`src/hdl/fcb_pkg.sv`:
```
// Shared constants and types of the flash configuration boot manager
package fcb_pkg;
  // ****************************************
  // Selector and addressing
  // ****************************************
  localparam int          SEL_W          = 3;
  localparam int          MODE_BIT       = 2;
  localparam int          SEG_W          = 2;
  localparam logic        MODE_PROGRAM   = 1'b1;
  localparam int          BYTE_W         = 8;
  localparam int          SECT_W         = 10;
  localparam int          OFFS_W         = 8;
  localparam int          ADDR_W         = SEG_W + SECT_W + OFFS_W;
  localparam int          SECTOR_BYTES   = 256;
  localparam logic [17:0] UNLOCK_ADDR_0  = 18'h00001;
  localparam logic [17:0] UNLOCK_ADDR_1  = 18'h00002;
  localparam logic [17:0] UNLOCK_ADDR_2  = 18'h00003;

  // ****************************************
  // Buffer layout
  // ****************************************
  localparam int          CNT_W          = 10;
  localparam logic [9:0]  CNT_MAX        = 10'h3FF;
  localparam logic [9:0]  BUF_LAST_IDX   = 10'h205;
  localparam logic [9:0]  UNLOCK_IDX_0   = 10'h001;
  localparam logic [9:0]  UNLOCK_IDX_1   = 10'h003;
  localparam logic [9:0]  UNLOCK_IDX_2   = 10'h005;
  localparam logic [9:0]  DATA_FIRST_IDX = 10'h007;
  localparam logic [9:0]  TOGGLE_IDX     = 10'h001;
  localparam logic [7:0]  TOGGLE_CODE    = 8'hFF;
  localparam int          UNLOCK_STEPS   = 3;

  // ****************************************
  // Timing and buffering
  // ****************************************
  localparam int          CLK_MHZ        = 10;
  localparam int          STRAP_CYCLES   = 6;
  localparam int          PROG_TIME_US   = 10000;
  localparam int          FIFO_DEPTH     = 8;
  localparam int          FIFO_W         = BYTE_W + 1;

  // ****************************************
  // State machines
  // ****************************************
  typedef enum logic [1:0] {
    ST_START = 2'b00,
    ST_BOOT  = 2'b01,
    ST_RUN   = 2'b11,
    ST_HOLD  = 2'b10
  } fcb_boot_e;

  typedef enum logic [2:0] {
    WR_IDLE  = 3'b000,
    WR_SETUP = 3'b001,
    WR_PULSE = 3'b011,
    WR_RECOV = 3'b010,
    WR_WAIT  = 3'b110
  } fcb_wr_e;
endpackage

```
`src/hdl/fcb_fifo.sv`:
```
// Byte FIFO between the USB stream and the buffer parser
`timescale 1ns/1ps
`default_nettype none
module fcb_fifo #(
  parameter int W     = 9,
  parameter int DEPTH = 8
) (
  input  wire logic         clk_in,
  input  wire logic         rst_n_in,
  input  wire logic         push_valid_in,
  input  wire logic [W-1:0] push_data_in,
  output logic              push_ready_out,
  output logic              pop_valid_out,
  output logic [W-1:0]      pop_data_out,
  input  wire logic         pop_ready_in
);
  localparam int PW = $clog2(DEPTH);

  logic [W-1:0] mem_reg [DEPTH];
  logic [W-1:0] mem_next [DEPTH];
  logic [PW:0]  wr_reg;
  logic [PW:0]  wr_next;
  logic [PW:0]  rd_reg;
  logic [PW:0]  rd_next;
  logic         full;
  logic         empty;

  // Full when pointers differ only in the wrap bit
  assign empty          = (wr_reg == rd_reg);
  assign full           = (wr_reg[PW] != rd_reg[PW]) && (wr_reg[PW-1:0] == rd_reg[PW-1:0]);
  assign push_ready_out = !full;
  assign pop_valid_out  = !empty;
  assign pop_data_out   = mem_reg[rd_reg[PW-1:0]];

  // Pointer and storage update
  always_comb begin
    mem_next = mem_reg;
    wr_next  = wr_reg;
    rd_next  = rd_reg;
    if (push_valid_in && !full) begin
      mem_next[wr_reg[PW-1:0]] = push_data_in;
      wr_next                  = wr_reg + 1'b1;
    end
    if (pop_ready_in && !empty) begin
      rd_next = rd_reg + 1'b1;
    end
  end

  // Pointer registers
  always_ff @(posedge clk_in or negedge rst_n_in) begin
    if (!rst_n_in) begin
      wr_reg <= '0;
      rd_reg <= '0;
    end else begin
      wr_reg <= wr_next;
      rd_reg <= rd_next;
    end
  end

  // Storage registers
  always_ff @(posedge clk_in) begin
    mem_reg <= mem_next;
  end
endmodule
`default_nettype wire

```
`src/hdl/fcb_flash_writer.sv`:
```
// Flash sector write sequencer: unlock codes, 256 data bytes, program wait
`timescale 1ns/1ps
`default_nettype none
module fcb_flash_writer #(
  parameter int PROG_CYCLES = 100000
) (
  input  wire logic                         clk_in,
  input  wire logic                         rst_n_in,
  input  wire logic                         start_in,
  input  wire logic [fcb_pkg::SEG_W-1:0]    segment_in,
  input  wire logic [fcb_pkg::SECT_W-1:0]   sector_in,
  input  wire logic [23:0]                  unlock_in,
  output logic      [fcb_pkg::OFFS_W-1:0]   rd_index_out,
  input  wire logic [fcb_pkg::BYTE_W-1:0]   rd_data_in,
  output logic      [fcb_pkg::ADDR_W-1:0]   flash_addr_out,
  output logic      [fcb_pkg::BYTE_W-1:0]   flash_data_out,
  output logic                              flash_we_n_out,
  output logic                              flash_ce_n_out,
  output logic                              busy_out,
  output logic                              done_out
);
  localparam logic [8:0] LAST_STEP = 9'(fcb_pkg::UNLOCK_STEPS + fcb_pkg::SECTOR_BYTES - 1);
  localparam logic [8:0] UNL_STEPS = 9'(fcb_pkg::UNLOCK_STEPS);

  fcb_pkg::fcb_wr_e                st_reg, st_next;
  logic [8:0]                      step_reg, step_next;
  logic [23:0]                     wait_reg, wait_next;
  logic [fcb_pkg::ADDR_W-1:0]      addr_reg, addr_next;
  logic [fcb_pkg::BYTE_W-1:0]      data_reg, data_next;
  logic                            we_n_reg, we_n_next;
  logic                            ce_n_reg, ce_n_next;
  logic                            done_reg, done_next;
  logic [17:0]                     unl_addr;
  logic [7:0]                      unl_data;

  assign rd_index_out   = 8'(step_reg - UNL_STEPS);
  assign busy_out       = (st_reg != fcb_pkg::WR_IDLE);
  assign flash_addr_out = addr_reg;
  assign flash_data_out = data_reg;
  assign flash_we_n_out = we_n_reg;
  assign flash_ce_n_out = ce_n_reg;
  assign done_out       = done_reg;

  // Unlock code and address for the first three steps
  always_comb begin
    unl_addr = fcb_pkg::UNLOCK_ADDR_0;
    unl_data = unlock_in[7:0];
    case (step_reg[1:0])
      2'h1: begin
        unl_addr = fcb_pkg::UNLOCK_ADDR_1;
        unl_data = unlock_in[15:8];
      end
      2'h2: begin
        unl_addr = fcb_pkg::UNLOCK_ADDR_2;
        unl_data = unlock_in[23:16];
      end
      default: begin
        unl_addr = fcb_pkg::UNLOCK_ADDR_0;
        unl_data = unlock_in[7:0];
      end
    endcase
  end

  // Write cycle sequencing
  always_comb begin
    st_next   = st_reg;
    step_next = step_reg;
    wait_next = wait_reg;
    addr_next = addr_reg;
    data_next = data_reg;
    we_n_next = 1'b1;
    ce_n_next = ce_n_reg;
    done_next = 1'b0;
    case (st_reg)
      fcb_pkg::WR_IDLE: begin
        ce_n_next = 1'b1;
        if (start_in) begin
          step_next = '0;
          st_next   = fcb_pkg::WR_SETUP;
        end
      end
      fcb_pkg::WR_SETUP: begin
        ce_n_next = 1'b0;
        if (step_reg < UNL_STEPS) begin
          addr_next = {segment_in, unl_addr};
          data_next = unl_data;
        end else begin
          addr_next = {segment_in, sector_in, rd_index_out};
          data_next = rd_data_in;
        end
        st_next = fcb_pkg::WR_PULSE;
      end
      fcb_pkg::WR_PULSE: begin
        we_n_next = 1'b0;
        st_next   = fcb_pkg::WR_RECOV;
      end
      fcb_pkg::WR_RECOV: begin
        if (step_reg == LAST_STEP) begin
          ce_n_next = 1'b1;
          wait_next = '0;
          st_next   = fcb_pkg::WR_WAIT;
        end else begin
          step_next = step_reg + 1'b1;
          st_next   = fcb_pkg::WR_SETUP;
        end
      end
      fcb_pkg::WR_WAIT: begin
        wait_next = wait_reg + 1'b1;
        if (wait_reg >= 24'(PROG_CYCLES - 1)) begin
          done_next = 1'b1;
          st_next   = fcb_pkg::WR_IDLE;
        end
      end
      default: begin
        st_next = fcb_pkg::WR_IDLE;
      end
    endcase
  end

  // Sequencer registers
  always_ff @(posedge clk_in or negedge rst_n_in) begin
    if (!rst_n_in) begin
      st_reg   <= fcb_pkg::WR_IDLE;
      step_reg <= '0;
      wait_reg <= '0;
      addr_reg <= '0;
      data_reg <= '0;
      we_n_reg <= 1'b1;
      ce_n_reg <= 1'b1;
      done_reg <= 1'b0;
    end else begin
      st_reg   <= st_next;
      step_reg <= step_next;
      wait_reg <= wait_next;
      addr_reg <= addr_next;
      data_reg <= data_next;
      we_n_reg <= we_n_next;
      ce_n_reg <= ce_n_next;
      done_reg <= done_next;
    end
  end
endmodule
`default_nettype wire

```
`src/hdl/fcb_boot_manager.sv`:
```
// Top of the flash configuration boot manager: selector, boot control, buffer parser
`timescale 1ns/1ps
`default_nettype none
// What this block does
// - The flash is split in four equal image segments and two selector bits pick the active one.
// - The third selector bit picks configure mode or program mode.
// - In configure mode the logic device boots from the selected segment after power-up.
// - A cold boot in program mode holds the device in reset with the fail lamp lit, and programming is taken only while it is held so.
// - A reset-toggle command in program mode releases the device, and the lamp goes out once its boot succeeds.
// - A reset-toggle re-asserts the device reset only after a successful boot.
// - Each sector write fills one 256-byte flash sector and the sector address then steps by one.
// - A programming buffer is exactly 518 bytes and every even-index byte is ignored.
// - Bytes 1, 3 and 5 carry the three unlock codes, forwarded to the flash in that order.
// - The 256 data bytes sit at index 2*n+7 in image order.
// - A reset-toggle buffer is two bytes, the first ignored and the second equal to FF.
module fcb_boot_manager #(
  parameter int PROG_TIME_US = fcb_pkg::PROG_TIME_US,
  parameter int PROG_CYCLES  = PROG_TIME_US * fcb_pkg::CLK_MHZ
) (
  input  wire logic                          clk_in,
  input  wire logic                          rst_n_in,
  input  wire logic [fcb_pkg::SEL_W-1:0]     selector_in,
  input  wire logic                          boot_ok_in,
  input  wire logic [fcb_pkg::BYTE_W-1:0]    usb_data_in,
  input  wire logic                          usb_last_in,
  input  wire logic                          usb_valid_in,
  output logic                               usb_ready_out,
  output logic                               dev_reset_n_out,
  output logic                               fail_led_out,
  output logic      [fcb_pkg::SEG_W-1:0]     segment_out,
  output logic      [fcb_pkg::ADDR_W-1:0]    flash_addr_out,
  output logic      [fcb_pkg::BYTE_W-1:0]    flash_data_out,
  output logic                               flash_we_n_out,
  output logic                               flash_ce_n_out
);
  // ****************************************
  // Reset release and pin synchronisers
  // ****************************************
  logic [1:0]                    rst_sync_reg;
  logic                          rst_n;
  logic [fcb_pkg::SEL_W-1:0]     sel_s1_reg, sel_s2_reg, sel_s3_reg;
  logic [fcb_pkg::SEL_W-1:0]     sel_reg, sel_next;
  logic                          ok_s1_reg, ok_s2_reg, ok_s3_reg;
  logic                          ok_reg, ok_next;

  // Reset released through two flops
  always_ff @(posedge clk_in or negedge rst_n_in) begin
    if (!rst_n_in) begin
      rst_sync_reg <= 2'h0;
    end else begin
      rst_sync_reg <= {rst_sync_reg[0], 1'b1};
    end
  end
  assign rst_n = rst_sync_reg[1];

  // Pin value taken once second and third stage agree
  always_comb begin
    sel_next = (sel_s2_reg == sel_s3_reg) ? sel_s3_reg : sel_reg;
    ok_next  = (ok_s2_reg == ok_s3_reg) ? ok_s3_reg : ok_reg;
  end

  // Synchroniser stages
  always_ff @(posedge clk_in or negedge rst_n) begin
    if (!rst_n) begin
      sel_s1_reg <= '0;
      sel_s2_reg <= '0;
      sel_s3_reg <= '0;
      sel_reg    <= '0;
      ok_s1_reg  <= 1'b0;
      ok_s2_reg  <= 1'b0;
      ok_s3_reg  <= 1'b0;
      ok_reg     <= 1'b0;
    end else begin
      sel_s1_reg <= selector_in;
      sel_s2_reg <= sel_s1_reg;
      sel_s3_reg <= sel_s2_reg;
      sel_reg    <= sel_next;
      ok_s1_reg  <= boot_ok_in;
      ok_s2_reg  <= ok_s1_reg;
      ok_s3_reg  <= ok_s2_reg;
      ok_reg     <= ok_next;
    end
  end

  // ****************************************
  // Input FIFO
  // ****************************************
  logic                          pop_valid;
  logic [fcb_pkg::FIFO_W-1:0]    pop_data;
  logic                          pop_ready;
  logic                          wr_busy;
  logic                          wr_done;
  logic                          wr_start_reg, wr_start_next;

  fcb_fifo #(
    .W     (fcb_pkg::FIFO_W),
    .DEPTH (fcb_pkg::FIFO_DEPTH)
  ) u_fifo (
    .clk_in         (clk_in),
    .rst_n_in       (rst_n),
    .push_valid_in  (usb_valid_in),
    .push_data_in   ({usb_last_in, usb_data_in}),
    .push_ready_out (usb_ready_out),
    .pop_valid_out  (pop_valid),
    .pop_data_out   (pop_data),
    .pop_ready_in   (pop_ready)
  );

  // Parser stalls while a sector is being written
  assign pop_ready = !wr_busy && !wr_start_reg;

  // ****************************************
  // Buffer parser
  // ****************************************
  fcb_pkg::fcb_boot_e            st_reg, st_next;
  logic [fcb_pkg::CNT_W-1:0]     cnt_reg, cnt_next;
  logic [23:0]                   unl_reg, unl_next;
  logic [7:0]                    mem_reg [fcb_pkg::SECTOR_BYTES];
  logic [7:0]                    mem_next [fcb_pkg::SECTOR_BYTES];
  logic [fcb_pkg::SECT_W-1:0]    sect_reg, sect_next;
  logic                          take;
  logic                          last;
  logic [7:0]                    byte_v;
  logic                          prog_mode;
  logic                          accept;
  logic                          toggle_cmd;
  logic                          full_buf;
  logic [9:0]                    data_pos;
  logic [fcb_pkg::OFFS_W-1:0]    rd_index;

  assign take       = pop_valid && pop_ready;
  assign last       = pop_data[fcb_pkg::BYTE_W];
  assign byte_v     = pop_data[fcb_pkg::BYTE_W-1:0];
  assign prog_mode  = (sel_reg[fcb_pkg::MODE_BIT] == fcb_pkg::MODE_PROGRAM);
  assign accept     = prog_mode && (st_reg == fcb_pkg::ST_HOLD);
  assign full_buf   = take && last && (cnt_reg == fcb_pkg::BUF_LAST_IDX);
  assign toggle_cmd = take && last && (cnt_reg == fcb_pkg::TOGGLE_IDX)
                      && (byte_v == fcb_pkg::TOGGLE_CODE) && prog_mode;
  assign data_pos   = cnt_reg - fcb_pkg::DATA_FIRST_IDX;

  // Byte index, unlock capture and sector image store
  always_comb begin
    cnt_next      = cnt_reg;
    unl_next      = unl_reg;
    mem_next      = mem_reg;
    wr_start_next = 1'b0;
    if (take) begin
      if (last) begin
        cnt_next = '0;
      end else if (cnt_reg != fcb_pkg::CNT_MAX) begin
        cnt_next = cnt_reg + 1'b1;
      end
      // Even indices never stored
      if (cnt_reg[0]) begin
        case (cnt_reg)
          fcb_pkg::UNLOCK_IDX_0: unl_next[7:0]   = byte_v;
          fcb_pkg::UNLOCK_IDX_1: unl_next[15:8]  = byte_v;
          fcb_pkg::UNLOCK_IDX_2: unl_next[23:16] = byte_v;
          default: begin
            if (cnt_reg >= fcb_pkg::DATA_FIRST_IDX && cnt_reg <= fcb_pkg::BUF_LAST_IDX) begin
              mem_next[data_pos[8:1]] = byte_v;
            end
          end
        endcase
      end
      wr_start_next = full_buf && accept;
    end
  end

  // Parser registers
  always_ff @(posedge clk_in or negedge rst_n) begin
    if (!rst_n) begin
      cnt_reg      <= '0;
      unl_reg      <= '0;
      wr_start_reg <= 1'b0;
    end else begin
      cnt_reg      <= cnt_next;
      unl_reg      <= unl_next;
      wr_start_reg <= wr_start_next;
    end
  end

  // Sector image storage
  always_ff @(posedge clk_in) begin
    mem_reg <= mem_next;
  end

  // ****************************************
  // Boot control
  // ****************************************
  logic [2:0] strap_reg, strap_next;
  logic       prog_prev_reg, prog_prev_next;

  always_comb begin
    st_next        = st_reg;
    strap_next     = strap_reg;
    sect_next      = sect_reg;
    prog_prev_next = prog_mode; // Mode bit one cycle back, for rise detection
    if (wr_done) begin
      sect_next = sect_reg + 1'b1;
    end
    case (st_reg)
      fcb_pkg::ST_START: begin
        // Wait for the selector synchroniser to settle
        if (strap_reg == 3'(fcb_pkg::STRAP_CYCLES - 1)) begin
          st_next = prog_mode ? fcb_pkg::ST_HOLD : fcb_pkg::ST_BOOT;
        end else begin
          strap_next = strap_reg + 1'b1;
        end
      end
      fcb_pkg::ST_BOOT: begin
        if (prog_mode && !prog_prev_reg) begin
          st_next = fcb_pkg::ST_HOLD;
        end else if (ok_reg) begin
          st_next = fcb_pkg::ST_RUN;
        end
      end
      fcb_pkg::ST_RUN: begin
        if (toggle_cmd) begin
          st_next = fcb_pkg::ST_HOLD;
        end else if (prog_mode && !prog_prev_reg) begin
          st_next = fcb_pkg::ST_HOLD;
        end
      end
      fcb_pkg::ST_HOLD: begin
        if (toggle_cmd && !wr_busy && !wr_start_reg) begin
          st_next = fcb_pkg::ST_BOOT;
        end
      end
      default: begin
        st_next = fcb_pkg::ST_START;
      end
    endcase
    if (st_next == fcb_pkg::ST_HOLD && st_reg != fcb_pkg::ST_HOLD) begin
      sect_next = '0;
    end
  end

  // Boot control registers
  always_ff @(posedge clk_in or negedge rst_n) begin
    if (!rst_n) begin
      st_reg        <= fcb_pkg::ST_START;
      strap_reg     <= '0;
      sect_reg      <= '0;
      prog_prev_reg <= 1'b1;
    end else begin
      st_reg        <= st_next;
      strap_reg     <= strap_next;
      sect_reg      <= sect_next;
      prog_prev_reg <= prog_prev_next;
    end
  end

  // Device reset held except while booting or running
  assign dev_reset_n_out = (st_reg == fcb_pkg::ST_BOOT) || (st_reg == fcb_pkg::ST_RUN);
  assign fail_led_out    = (st_reg != fcb_pkg::ST_RUN);
  assign segment_out     = sel_reg[fcb_pkg::SEG_W-1:0];

  // ****************************************
  // Flash writer
  // ****************************************
  fcb_flash_writer #(
    .PROG_CYCLES (PROG_CYCLES)
  ) u_writer (
    .clk_in         (clk_in),
    .rst_n_in       (rst_n),
    .start_in       (wr_start_reg),
    .segment_in     (sel_reg[fcb_pkg::SEG_W-1:0]),
    .sector_in      (sect_reg),
    .unlock_in      (unl_reg),
    .rd_index_out   (rd_index),
    .rd_data_in     (mem_reg[rd_index]),
    .flash_addr_out (flash_addr_out),
    .flash_data_out (flash_data_out),
    .flash_we_n_out (flash_we_n_out),
    .flash_ce_n_out (flash_ce_n_out),
    .busy_out       (wr_busy),
    .done_out       (wr_done)
  );
endmodule
`default_nettype wire

```
`config.mk`:
```
export PLATFORM = sky130hd
export DESIGN_NAME = fcb_boot_manager
export DESIGN_NICKNAME = d
export VERILOG_FILES = /design/src/hdl/fcb_pkg.sv /design/src/hdl/fcb_fifo.sv /design/src/hdl/fcb_flash_writer.sv /design/src/hdl/fcb_boot_manager.sv
export SDC_FILE = /design/constraint.sdc
export NUM_CORES = 2
export LEC_CHECK = 0
export BUFFER_PORTS_ARGS = -buffer_cell sky130_fd_sc_hd__buf_2
export CAP_MARGIN = 15
export CORE_MARGIN = 3
export CORE_UTILIZATION = 45
export CTS_BUF_LIST = sky130_fd_sc_hd__clkbuf_16
export DETAILED_ROUTE_END_ITERATION = 12
export PLACE_DENSITY = 0.58
export SYNTH_ARGS = -nofsm -noshare
export SYNTH_HDL_FRONTEND = slang
export SYNTH_SLANG_ARGS = --single-unit
```
`constraint.sdc`:
```
create_clock -name clk_in -period 7.34 [get_ports clk_in]
set_input_delay 1.468 -clock clk_in [delete_from_list [all_inputs] [get_ports clk_in]]
set_output_delay 1.468 -clock clk_in [all_outputs]
set_load 0.03 [all_outputs]
```
==> impl_metrics.csv <==
group,metric,value,unit
yosys,register_bit_count_reported_by_yosys,2264,
timing,worst_hold_slack,348,ps
placement,placement.cell_area,93000,um2
yosys,synth.top_cell.area_share,0.711,
timing,slew_headroom,0.0935,
yosys,asyncSetResetFlopFracSynth,0.0636,
die,floorplan.initialDensity,0.453,
yosys,syn_nets,4401,
die,die_y,452,um
clocking,clkSinkCount,2264,
global_route,grt_max_degree,197,
cells_and_area,layout-area-overhead-vs-synth,12.5,%
setup_path,start_kind,"flip-flop",
routing,vias_per_cell,5.79,
cells_and_area,fraction_of_final_layout_cells_with_drive_strength_greater_than_1,0.228,
power,power,33.7,mW
yosys,synth_top_cell_by_area,"edfxtp_1",
timing,final-hold-violation-count,0,
clocking,postCtsSetupBuffers,0,
global_route,grt_overflow,0,
cells_and_area,combined_area_of_the_multi_input_logic_cells,21200,um2
yosys,synth_edf_count,2120,
routing,route.antenna.remaining_nets,0,
die,chipWidth,452,um
clocking,tritoncts,"done",
power,powerDensity,335,nW/um2
placement,io_buf_count,50,
placement,gp_congestion,0.790,
timing,clock_skew_after_layout,33.8,ps
timing,rsz_0062_raised_after_global_routing,"false",
cells_and_area,largest_register_ff_count,2048,
cells_and_area,design.final.nets,4523,
routing,postRouteWirelength,213000,um
yosys,synth_seq_area_share,0.752,
clocking,clock_tree.root_cell,"clkbuf_16",
timing,setup_viols_final,0,
die,io_pins,51,
routing,routed-via-count,42451,
clocking,longest_clk_path_bufs,3,
run,cap_violations,0,
clocking,clock_latency_on_the_worst_skew_pair,860,ps
placement,place_hpwl,124000,um
global_route,first_global_vias,43682,
clocking,clkTransAtPathRegs,60,ps
timing,final_critical_path_share_of_the_clock_period,0.667,
timing,fmaxAchievable,204,MHz
setup_path,critical_path_required,8050,ps
placement,dp_worst_setup_slack,2420,ps
yosys,synthesis.instances,4373,
power,p_leak,31.4,nW
cells_and_area,cell_area_after_layout,101000,um2
yosys,synth_warnings,0,
clocking,clock_buffers_created_by_tritoncts,228,
cells_and_area,sequential_cell_area,67300,um2
timing,post-route-worst-setup-slack,2450,ps
clocking,cts-resized-gates,0,
global_route,grt_first_pass_wirelength,312000,um
timing,finalSetupTns,0,ps
clocking,cts_hold_repair.buffers,0,
yosys,synth.area.top_cells,"edfxtp_1, mux4_2, mux2i_1",
setup_path,arrival_worst_endpoint,5600,ps
setup_path,path_max_fanout,95,
cells_and_area,filler_cell_count,15645,
global_route,global_route.usage.total,0.210,
power,power.ir.vdd_worst,497,uV
die,dieArea,204000,um2
yosys,netlist_area,89500,um2
yosys,synth.lib_cells_used.distinct,63,
hold_path,hp-class,"reg2reg",
timing,timing.final.crit_period,4890,ps
setup_path,setup.worst_path.class,"reg2reg",
timing,pin_slew_with_the_least_headroom_to_its_limit,1360,ps
setup_path,capturing_element_type_of_the_critical_path,"flip-flop",
setup_path,reg2reg_slack,2450,ps
die,design.core.area,198000,um2
yosys,syn_avg_cell_area,20.5,um2
yosys,ys.flop_type,"edfxtp_1",
clocking,h_tree_levels,4,
die,number_of_placement_rows,163,
timing,final-max-slew-violation-count,0,
global_route,antenna_found_initial,3,
routing,drcViolationCount,0,
outcome,outcome,"complete, no violations",
routing,firstDrtPassIters,6,
routing,detail_route.wl_per_cell,29.1,um
routing,detailedRoute.firstIterationViolations,4186,
==> placed cells by master (no fill, tap or decap), drive strengths merged, types with 7 or more instances in the layout <==
cell type,instances
mux4,530
xor2,26
buf,141
and3,12
clkbuf,229
nand2b,13
a21oi,59
o21ai,45
mux2,37
nand3,29
inv,61
ha,12
clkinv,108
bufinv,32
dfrtp,141
xnor2,21
edfxtp,2120
o31ai,13
o41ai,9
nand4,12
nor4,8
clkinvlp,7
mux2i,396
nor2,327
a22oi,72
nor3,17
nand2,152
and2,7
==> critical path, cell delays in order (launching register included) <==
cell	delay, ps
dfrtp_4	820
inv_1	230
ha_4	830
buf_12	440
mux4_2	450
mux2i_1	270
mux2i_1	190
a22oi_1	400
a21oi_1	390
o41ai_1	360
a21oi_1	110
==> layout make-up <==
cell class | count | area share
inverter | 10 | 0.000373
antenna | 3 | 0.0000746
clock buffer | 229 | 0.0569
timing repair buffer | 141 | 0.0119
clock inverter | 198 | 0.0186
tap | 2640 | 0.0328
sequential | 2264 | 0.668
multi-input combinational | 1850 | 0.211
==> cell usage after synthesis (all sizes together), types with 5 or more instances <==
cell / n
a2111oi: 5
a21oi: 59
a22oi: 72
and2: 7
and3: 12
buf: 130
clkbuf: 119
dfrtp: 141
edfxtp: 2120
ha: 12
inv: 10
mux2: 37
mux2i: 396
mux4: 530
nand2: 152
nand2b: 13
nand3: 29
nand4: 12
nor2: 327
nor2b: 5
nor3: 17
nor4: 8
o21ai: 45
o22ai: 6
o31ai: 13
o41ai: 9
xnor2: 21
xor2: 26
==> layer usage <==
layer / part of all wire / track usage / up-vias / routed length, um
li1: - / - / 18094 / -
met3: 0.051 / 0.0307 / 306 / 11000
met5: 0.000094 / 0 / - / 20
met1: 0.43 / 0.299 / 22793 / 91600
met4: 0.027 / 0.0577 / 2 / 5700
met2: 0.49 / 0.343 / 1256 / 105000
==> stage by stage <==
stage                     utilization  std cells
final                           0.509       7335
after global routing            0.509       7333
after CTS                       0.509       7331
after detailed placement        0.471       6904
after global placement          0.471       6903
after floorplan                     -       4373
==> power by group <==
group / switching [mW] / total, mW / internal [mW]
Clock: 4.93 / 11.7 / 6.79
Combinational: 3.83 / 4.38 / 0.553
Sequential: 0.138 / 17.6 / 17.5
Total: 8.89 / 33.7 / 24.8
==> logic make-up after synthesis <==
family / Yosys count / synth area share
buffers and inverters: 259 / 0.0135
xor gates and xnor gates: 47 / 0.00460
adders and majority gates: 13 / 0.00179
muxes: 963 / 0.183
DFF: 2264 / 0.752
AOI/OAI and AO/OA: 226 / 0.0168
and+or+nand+nor: 600 / 0.0289
other: 1 / 0.0000419
==> final timing paths <==
check / cells past startpoint / from / end
setup / recovery: 10 / u_writer.step_reg[0]$_DFFE_PN0P_ / u_writer.flash_data_out[3]$_DFFE_PN0N_
hold / removal: 0 / sel_s1_reg[1]$_DFF_PN0_ / sel_s2_reg[1]$_DFF_PN0_
setup reg to reg: 10 / u_writer.step_reg[0]$_DFFE_PN0P_ / u_writer.flash_data_out[3]$_DFFE_PN0N_
hold reg to reg: 0 / sel_s1_reg[1]$_DFF_PN0_ / sel_s2_reg[1]$_DFF_PN0_
max in group asynchronous: 1 / rst_sync_reg[1]$_DFF_PN0_ / cnt_reg[2]$_DFFE_PN0P_
min in group asynchronous: 1 / rst_n_in / rst_sync_reg[0]$_DFF_PN0_
Note: power is estimated with default switching activity, not from simulation.
